==> src/core/fpec_defs.vh <==
// Constants for the flash program/erase control register block
`ifndef FPEC_DEFS_VH
`define FPEC_DEFS_VH

// Register byte addresses (APB, one aligned word each)
`define FPEC_ADDR_MODE_CTRL 8'h00
`define FPEC_ADDR_SETUP_ERR 8'h04
`define FPEC_ADDR_SYS_CTRL2 8'h08
`define FPEC_ADDR_WIDTH 8

// Mode control register fields
`define FPEC_MC_PIN 7
`define FPEC_MC_SWE 6
`define FPEC_MC_EV 3
`define FPEC_MC_PV 2
`define FPEC_MC_ERASE 1
`define FPEC_MC_PROG 0

// Setup and error register fields
`define FPEC_SE_FAULT 7
`define FPEC_SE_WSU 1
`define FPEC_SE_PSU 0

// Second system control field
`define FPEC_SC_WINDOW 0

// Reset and blanked values
`define FPEC_BYTE_ZERO 8'h00
`define FPEC_MC_RESET_PIN_HIGH 8'h80
`define FPEC_WORD_ZERO 32'h00000000

// Byte access takes two bus states: one wait state before pready
`define FPEC_WAIT_STATES 1'b1

`endif

==> src/core/fpec_mode_bit.v <==
// One gated writable mode bit with standby clear
`timescale 1ns/100ps
`default_nettype none

module fpec_mode_bit (
	input wire pclk,
	input wire presetn,
	// Synchronous clear (standby, protect)
	input wire clr,
	// Write strobe for this register
	input wire wr,
	// Enable condition for this bit
	input wire allow,
	// Write data for this bit
	input wire wdata,
	// Stored bit
	output reg bit_q
);

	// Next value of the bit
	reg bit_d;

	// Blocked writes keep old value, clear has priority
	always @* begin
		bit_d = bit_q;
		if (clr) begin
			bit_d = 1'b0;
		end else if (wr && allow) begin
			bit_d = wdata;
		end
	end

	// Storage, cleared asynchronously by reset
	always @(posedge pclk or negedge presetn) begin
		if (!presetn) begin
			bit_q <= 1'b0;
		end else begin
			bit_q <= bit_d;
		end
	end

endmodule

`default_nettype wire

==> src/core/fpec_top.v <==
// Flash program/erase control and status registers behind APB
`timescale 1ns/100ps
`default_nettype none
`include "fpec_defs.vh"

// Summary of operation
// - Bit 7 mirrors write-protect pin, read-only
// - Enable bit writable only while pin high
// - Verify bits need pin and enable set
// - Erase bit needs pin, enable, erase setup
// - Program bit needs pin, enable, program setup
// - Mode reg resets to 00; bit 7 takes the pin one clock later
// - Flash disabled: mode reads zero, ignores writes
// - Bits 5 and 4 read zero
// - Program: enable, then setup, then program
// - Erase: enable, then setup, then erase
// - Setup register resets zero, fault read-only
// - Setup bits cleared in standby or protect
// - Flash disabled: setup register reads zero
// - Error sets fault flag, forcing error protect
// - Fault cleared only by reset or hardware standby
// - Mode and setup registers visible only with window select
// - Byte access, two states each
module fpec_top (
	input wire pclk,
	input wire presetn,
	// APB slave
	input wire psel,
	input wire penable,
	input wire pwrite,
	input wire [31:0] paddr,
	input wire [31:0] pwdata,
	input wire [3:0] pstrb,
	output wire pready,
	output reg [31:0] prdata,
	output wire pslverr,
	// Write-protect pin level (high allows programming)
	input wire write_protect_pin,
	// Flash disabled by operating mode
	input wire flash_disabled,
	// Hardware standby request, level
	input wire hw_standby,
	// Software standby, level
	input wire sw_standby,
	// Program/erase error event, one-cycle pulse
	input wire flash_error,
	// Mode outputs to the flash array
	output wire program_mode,
	output wire erase_mode,
	output wire program_verify_mode,
	output wire erase_verify_mode,
	// Error-protect state to the flash array
	output wire error_protect
);

	// Wait counter for the two-state access
	reg wait_q;
	reg wait_d;
	// Fault flag
	reg fault_q;
	reg fault_d;
	// Register window select in second system control
	reg window_q;
	reg window_d;
	// Pin level one clock late, for the bit 7 image
	reg pin_cap_q;
	// Read word staged for the completing access cycle
	reg [31:0] prdata_d;

	// Stored mode bits
	// Each one comes from its own gated bit cell
	wire swe_q;
	wire ev_q;
	wire pv_q;
	wire erase_q;
	wire prog_q;
	wire wsu_q;
	wire psu_q;

	// Decoded strobes and gating conditions
	wire access;
	wire wr_done;
	wire addr_ok;
	wire sel_mc;
	wire sel_se;
	wire sel_sc;
	wire lane0;
	wire wr_mc;
	wire wr_se;
	wire standby_any;
	wire mc_clr;
	wire se_clr;
	wire hw_protect;
	wire sw_protect;
	wire allow_swe;
	wire allow_verify;
	wire allow_erase;
	wire allow_prog;
	wire allow_setup;
	wire [7:0] mc_byte;
	wire [7:0] se_byte;
	wire [7:0] sc_byte;

	// Access phase of an APB transfer
	assign access = psel && penable;
	assign pready = access && !wait_q;
	// Writes commit only at the completing edge
	assign wr_done = access && pready && pwrite;

	// Address decode, word aligned
	// Aliases with upper bits set answer with an error
	assign addr_ok = (paddr[1:0] == 2'b00)
		&& (paddr[31:`FPEC_ADDR_WIDTH] == 0);
	assign sel_mc = addr_ok && window_q
		&& (paddr[`FPEC_ADDR_WIDTH-1:0] == `FPEC_ADDR_MODE_CTRL);
	assign sel_se = addr_ok && window_q
		&& (paddr[`FPEC_ADDR_WIDTH-1:0] == `FPEC_ADDR_SETUP_ERR);
	// Second system control stays visible to reopen the window
	assign sel_sc = addr_ok
		&& (paddr[`FPEC_ADDR_WIDTH-1:0] == `FPEC_ADDR_SYS_CTRL2);
	// Unmapped or hidden addresses answer with an error
	assign pslverr = pready && !(sel_mc || sel_se || sel_sc);

	// byte access only, low lane carries data
	// A write without lane 0 changes nothing
	assign lane0 = pstrb[0];
	assign wr_mc = wr_done && sel_mc && lane0 && !flash_disabled;
	assign wr_se = wr_done && sel_se && lane0 && !flash_disabled;

	// mode register cleared by both standby modes
	// Levels: bits stay clear while standby lasts
	assign standby_any = hw_standby || sw_standby;
	assign mc_clr = standby_any;
	// Protect states: pin low, enable bit clear, or error
	assign hw_protect = !write_protect_pin;
	assign sw_protect = !swe_q;
	// setup bits cleared in standby and protect
	// Error protect drops setup too; re-arm after hardware standby
	assign se_clr = standby_any || hw_protect || sw_protect || fault_q;

	// enable bit needs the pin high
	assign allow_swe = write_protect_pin;
	// verify bits need pin and enable
	assign allow_verify = write_protect_pin && swe_q;
	assign allow_erase = write_protect_pin && swe_q && wsu_q && !fault_q;
	assign allow_prog = write_protect_pin && swe_q && psu_q && !fault_q;
	// Setup bits only take while enable is set
	assign allow_setup = write_protect_pin && swe_q;

	// each bit gated on its own, others still update
	// enable bit, pin low clears it
	fpec_mode_bit u_swe (
		.pclk(pclk),
		.presetn(presetn),
		.clr(mc_clr || hw_protect),
		.wr(wr_mc),
		.allow(allow_swe),
		.wdata(pwdata[`FPEC_MC_SWE]),
		.bit_q(swe_q)
	);

	fpec_mode_bit u_ev (
		.pclk(pclk),
		.presetn(presetn),
		.clr(mc_clr || hw_protect),
		.wr(wr_mc),
		.allow(allow_verify),
		.wdata(pwdata[`FPEC_MC_EV]),
		.bit_q(ev_q)
	);

	fpec_mode_bit u_pv (
		.pclk(pclk),
		.presetn(presetn),
		.clr(mc_clr || hw_protect),
		.wr(wr_mc),
		.allow(allow_verify),
		.wdata(pwdata[`FPEC_MC_PV]),
		.bit_q(pv_q)
	);

	// Error protect also drops erase and program
	// erase bit, needs erase setup
	fpec_mode_bit u_erase (
		.pclk(pclk),
		.presetn(presetn),
		.clr(mc_clr || hw_protect || fault_q),
		.wr(wr_mc),
		.allow(allow_erase),
		.wdata(pwdata[`FPEC_MC_ERASE]),
		.bit_q(erase_q)
	);

	fpec_mode_bit u_prog (
		.pclk(pclk),
		.presetn(presetn),
		.clr(mc_clr || hw_protect || fault_q),
		.wr(wr_mc),
		.allow(allow_prog),
		.wdata(pwdata[`FPEC_MC_PROG]),
		.bit_q(prog_q)
	);

	// setup bits read/write, reset to zero
	fpec_mode_bit u_wsu (
		.pclk(pclk),
		.presetn(presetn),
		.clr(se_clr),
		.wr(wr_se),
		.allow(allow_setup),
		.wdata(pwdata[`FPEC_SE_WSU]),
		.bit_q(wsu_q)
	);

	fpec_mode_bit u_psu (
		.pclk(pclk),
		.presetn(presetn),
		.clr(se_clr),
		.wr(wr_se),
		.allow(allow_setup),
		.wdata(pwdata[`FPEC_SE_PSU]),
		.bit_q(psu_q)
	);

	// Wait state: first access cycle stalls, second completes
	always @* begin
		wait_d = 1'b0;
		// Setup cycle arms the stall
		if (psel && !penable) begin
			wait_d = `FPEC_WAIT_STATES;
		// Stalled access cycle releases it
		end else if (access && wait_q) begin
			wait_d = 1'b0;
		end
	end

	// Wait-state register
	always @(posedge pclk or negedge presetn) begin
		if (!presetn) begin
			wait_q <= 1'b0;
		end else begin
			wait_q <= wait_d;
		end
	end

	// Fault flag: error sets, only hardware standby clears
	always @* begin
		fault_d = fault_q;
		// Standby in the same cycle as an error loses
		// error sets the flag; set wins
		if (flash_error) begin
			fault_d = 1'b1;
		end else if (hw_standby) begin
			fault_d = 1'b0;
		end
	end

	// Window select: software-writable, reset to zero
	// Clearing it hides the flash registers at once
	always @* begin
		window_d = window_q;
		if (wr_done && sel_sc && lane0) begin
			window_d = pwdata[`FPEC_SC_WINDOW];
		end
	end

	always @(posedge pclk or negedge presetn) begin
		if (!presetn) begin
			fault_q <= 1'b0;
			window_q <= 1'b0;
		end else begin
			fault_q <= fault_d;
			window_q <= window_d;
		end
	end

	// Pin level tracked each cycle; reset value is a constant
	// Bit 7 therefore lags the pin by one clock
	always @(posedge pclk or negedge presetn) begin
		if (!presetn) begin
			pin_cap_q <= 1'b0;
		end else begin
			pin_cap_q <= write_protect_pin;
		end
	end

	// Register images
	// bit 7 shows pin; bits 5:4 zero; 80/00
	assign mc_byte = {pin_cap_q, swe_q, 2'b00, ev_q, pv_q, erase_q, prog_q};
	// bits 6 to 2 read zero
	assign se_byte = {fault_q, 5'b00000, wsu_q, psu_q};
	assign sc_byte = {7'b0000000, window_q};

	// Read mux: hidden, disabled or unmapped reads give zero
	always @* begin
		prdata_d = prdata;
		// Load in the stalled cycle so the word stands while pready is high
		if (access && wait_q && !pwrite) begin
			if (sel_mc && !flash_disabled) begin
				prdata_d = {24'h000000, mc_byte};
			end else if (sel_se && !flash_disabled) begin
				prdata_d = {24'h000000, se_byte};
			end else if (sel_sc) begin
				prdata_d = {24'h000000, sc_byte};
			end else begin
				prdata_d = `FPEC_WORD_ZERO;
			end
		end
	end

	// Read data register, holds until the next read
	always @(posedge pclk or negedge presetn) begin
		if (!presetn) begin
			prdata <= `FPEC_WORD_ZERO;
		end else begin
			prdata <= prdata_d;
		end
	end

	// Mode outputs to the array, blocked by error protect
	assign program_mode = prog_q && !fault_q;
	assign erase_mode = erase_q && !fault_q;
	// Verify modes stay visible under error protect
	assign program_verify_mode = pv_q;
	assign erase_verify_mode = ev_q;
	assign error_protect = fault_q;

endmodule

`default_nettype wire

==> config.mk <==
export PLATFORM = sky130hd
export DESIGN_NAME = fpec_top
export DESIGN_NICKNAME = d
export VERILOG_FILES = /design/src/core/fpec_mode_bit.v /design/src/core/fpec_top.v
export VERILOG_INCLUDE_DIRS = /design/src /design/src/core
export SDC_FILE = /design/constraint.sdc
export NUM_CORES = 1
export LEC_CHECK = 0
export BUFFER_PORTS_ARGS = -buffer_cell sky130_fd_sc_hd__buf_2
export CORE_MARGIN = 2
export CORE_UTILIZATION = 28
export CTS_CLUSTER_SIZE = 30
export DETAILED_ROUTE_END_ITERATION = 8
export GPL_ROUTABILITY_DRIVEN = 0
export GPL_TIMING_DRIVEN = 0
export HOLD_SLACK_MARGIN = 0.02
export MAX_ROUTING_LAYER = met4
export PLACE_DENSITY = 0.74
export SKIP_CTS_REPAIR_TIMING = 1
export SKIP_LAST_GASP = 1
export SYNTH_ARGS = -nofsm -noshare
export SYNTH_HDL_FRONTEND = slang
export SYNTH_SLANG_ARGS = --single-unit
==> constraint.sdc <==
create_clock -name pclk -period 1.98 [get_ports pclk]
set_input_delay 0.396 -clock pclk [delete_from_list [all_inputs] [get_ports pclk]]
set_output_delay 0.396 -clock pclk [all_outputs]
set_load 0.005 [all_outputs]
==> flow_summary.yaml <==
placed_design:
  placed_cells: 273
  place_area_mm2: 0.00161
  io_buffer_count: 60
  dp_hpwl_um: 2440
floorplanning:
  start_util_pct: 29.1
  die_w_um: 68.2
  core_area_mm2: 0.00397
  die_y_um: 68.2
  die-area_mm2: 0.00465
  row_count: 23
  boundaryPins: 117
final_layout:
  syn_to_final_growth_pct: 51.0
  design_area_mm2: 0.00174
  n_fill_cell: 402
  nNetsFinal: 309
  fin_cells: 280
  drive_gt1_share_pct: 44.8
  antenna_cells: 0
pwr:
  power.density_mw_per_mm2: 431
  leakagePower_uw: 0.000901
  finalPower_uw: 752
  vdd.ir_drop.worst_v: 0.000208
worst_setup_path:
  crit_fanout: 4
  worstPathRequired_ns: 2.16
  worstPathArrival_ns: 2.12
  worstSetupEndpointType: "flop"
  critPathKind: "flop to flop"
  worstSetupStartpointType: "flop"
detailed_routing:
  route.detailed.drc: 0
  antenna_left: 0
  vias: 1199
  drtPass1Iterations: 4
  vias_per_cell: 4.28
  drtIter0Drc: 58
  wl_per_cell_um: 10.6
  finalWirelength_um: 2970
clocking:
  root_buffer: "clkbuf_8"
  cts_tree: "done"
  cts_buffers: 3
  clk_latency_ns: 0.25
  clockBufferDepth: 2
  path_clk_slew_ns: 0.07
  cts_max_level: 1
  clock_sinks: 17
yosys:
  yosysTopAreaCell: "dfrtp_1"
  synth_top_cell_area_share_pct: 36.8
  synth_edf_count: 0
  synth_top_cells_by_count: "26 x buf_4, 22 x nand2_1, 17 x dfrtp_1"
  syn_area_per_cell_um2: 8.37
  synth_top_flop_cell: "dfrtp_1"
  yosys-top-cells-area: "dfrtp_1 37%, buf_4 17%, nand2_1 7.2%, nor4_1 4.3%, o21ai_0 4.3%"
  synth_most_common_cell: "buf_4"
  ys_ff_latch: 17
  synth_cell_types: 30
  async_reset_ff_share_pct: 100
  synthCells: 138
  syn_area_mm2: 0.00115
  yosysSeqAreaShare_pct: 36.8
  yosysWarnings: 0
global_route:
  grtUsageTotal_pct: 13.7
  grt_overflow: 0
  grt_pass1_vias: 1103
  grt_antenna_before_repair: 0
  grt_max_degree: 18
  grt_pass1_wl_um: 4580
timing:
  hold_viol: 0
  final.period_utilization_pct: 98.3
  max_freq_mhz: 514
  setup_viol: 0
  period_needed_ns: 1.95
  finClkSkew_ns: 0.00479
  drv_slew: 0
  rsz0062_at_grt: "yes"
outcome:
  status: "finished clean"
job:
  drv_cap: 0
worst_hold_path:
  hold_path.class: "input port to async pin"
==> metal layers <==
layer / track usage (%) / up-vias / share of wire (%)
li1: - / 614 / -
met1: 15.2 / 524 / 40
met2: 23.7 / 58 / 50
met3: 3.13 / 3 / 8.3
met4: 5.25 / 0 / 1.1
met5: - / - / 0
==> cell families (layout without fill, tap and decap cells) <==
kind of cell | after synthesis | in the layout | share of synthesized area (%)
AO/OA/AOI/OAI | 21 | 21 | 10.3
buffers and inverters | 34 | 101 | 19.6
flip-flops | 17 | 17 | 36.8
multiplexers | 5 | 5 | 4.44
other | 1 | 26 | 0.325
AND/OR/NAND/NOR | 60 | 60 | 28.5
==> final cells by class <==
type / instances / area (um2) / area share [%]
multi-input combinational: 112 / 659 / 37.8
sequential: 17 / 425 / 24.4
inverter: 6 / 22.5 / 1.29
timing repair buffer: 63 / 323 / 18.5
buffer: 28 / 206 / 11.8
clock buffer: 4 / 45.0 / 2.58
tap: 50 / 62.6 / 3.59
==> state kept, by name (all words and copies together), names as in the netlist <==
name,count
u_psu.bit_q,1
prdata,6
pin_cap_q,1
wait_q,1
u_swe.bit_q,1
u_wsu.bit_q,1
u_erase.bit_q,1
u_ev.bit_q,1
u_prog.bit_q,1
error_protect,1
u_pv.bit_q,1
window_q,1
==> worst paths after layout <==
kind	startpoint	end	cells past startpoint	slack, ns
max in group asynchronous	presetn	u_prog.bit_q$_DFFE_PN0P_	1	1.64
setup / recovery	window_q$_DFFE_PN0P_	u_erase.bit_q$_DFFE_PN0P_	5	0.03
min in group pclk	write_protect_pin	pin_cap_q$_DFF_PN0_	1	0.31
hold / removal	presetn	u_ev.bit_q$_DFFE_PN0P_	1	0.05
setup reg to reg	window_q$_DFFE_PN0P_	u_erase.bit_q$_DFFE_PN0P_	5	0.03
hold reg to reg	prdata[6]$_DFFE_PN0P_	prdata[6]$_DFFE_PN0P_	2	0.48
==> through the flow <==
stage / TNS (ns) / worst slack [ns] / hold WS, ns / util (%)
after CTS: -0.469 / -0.370 / 0.0705 / 41.7
final: 0 / 0.0340 / 0.0544 / 43.9
after global placement: -2.39 / -0.359 / 0.333 / 40.6
after detailed placement: -2.86 / -0.364 / 0.343 / 40.6
after global routing: -0.126 / -0.0386 / 0.0807 / 43.9
after floorplan: 0 / 0.0390 / 0.100 / -
==> worst max-delay path, cell delays in order (launching register included) <==
cell and delay, ns:
dfrtp_1 0.36, or4b_1 0.55, nor4_4 0.35, nand2b_1 0.19, nor3_1 0.21, mux2i_1 0.20
==> where the power goes <==
group | internal, uW | total (uW) | switching [uW] | leakage [uW]
Clock | 143 | 257 | 114 | 0.0000228
Sequential | 351 | 354 | 3.33 | 0.000231
Combinational | 79.3 | 142 | 62.2 | 0.000648
Total | 573 | 752 | 180 | 0.000901
==> placed cells by master (no fill, tap or decap) <==
| master | instances |
|---|---|
| nand3_1 | 3 |
| nor2_2 | 1 |
| or3_1 | 1 |
| nor3b_1 | 1 |
| buf_4 | 30 |
| nand2b_1 | 1 |
| and2_1 | 1 |
| nand2_1 | 22 |
| a22oi_1 | 1 |
| a21o_1 | 1 |
| nor2b_1 | 3 |
| a22o_1 | 1 |
| inv_1 | 6 |
| buf_2 | 60 |
| mux2i_1 | 4 |
| or4b_1 | 1 |
| nor4_2 | 5 |
| and4_1 | 1 |
| nand3b_1 | 4 |
| clkbuf_1 | 2 |
| nor4_4 | 2 |
| o21ai_0 | 10 |
| dfrtp_1 | 17 |
| nor3_2 | 1 |
| conb_1 | 26 |
| o31ai_1 | 2 |
| nor3_1 | 1 |
| nor4_1 | 2 |
| nand4b_1 | 4 |
| mux2_2 | 1 |
| or4_1 | 1 |
| nor2_1 | 5 |
| clkbuf_8 | 3 |
| a21oi_1 | 6 |
No activity file was read; power rests on OpenSTA's default activity.
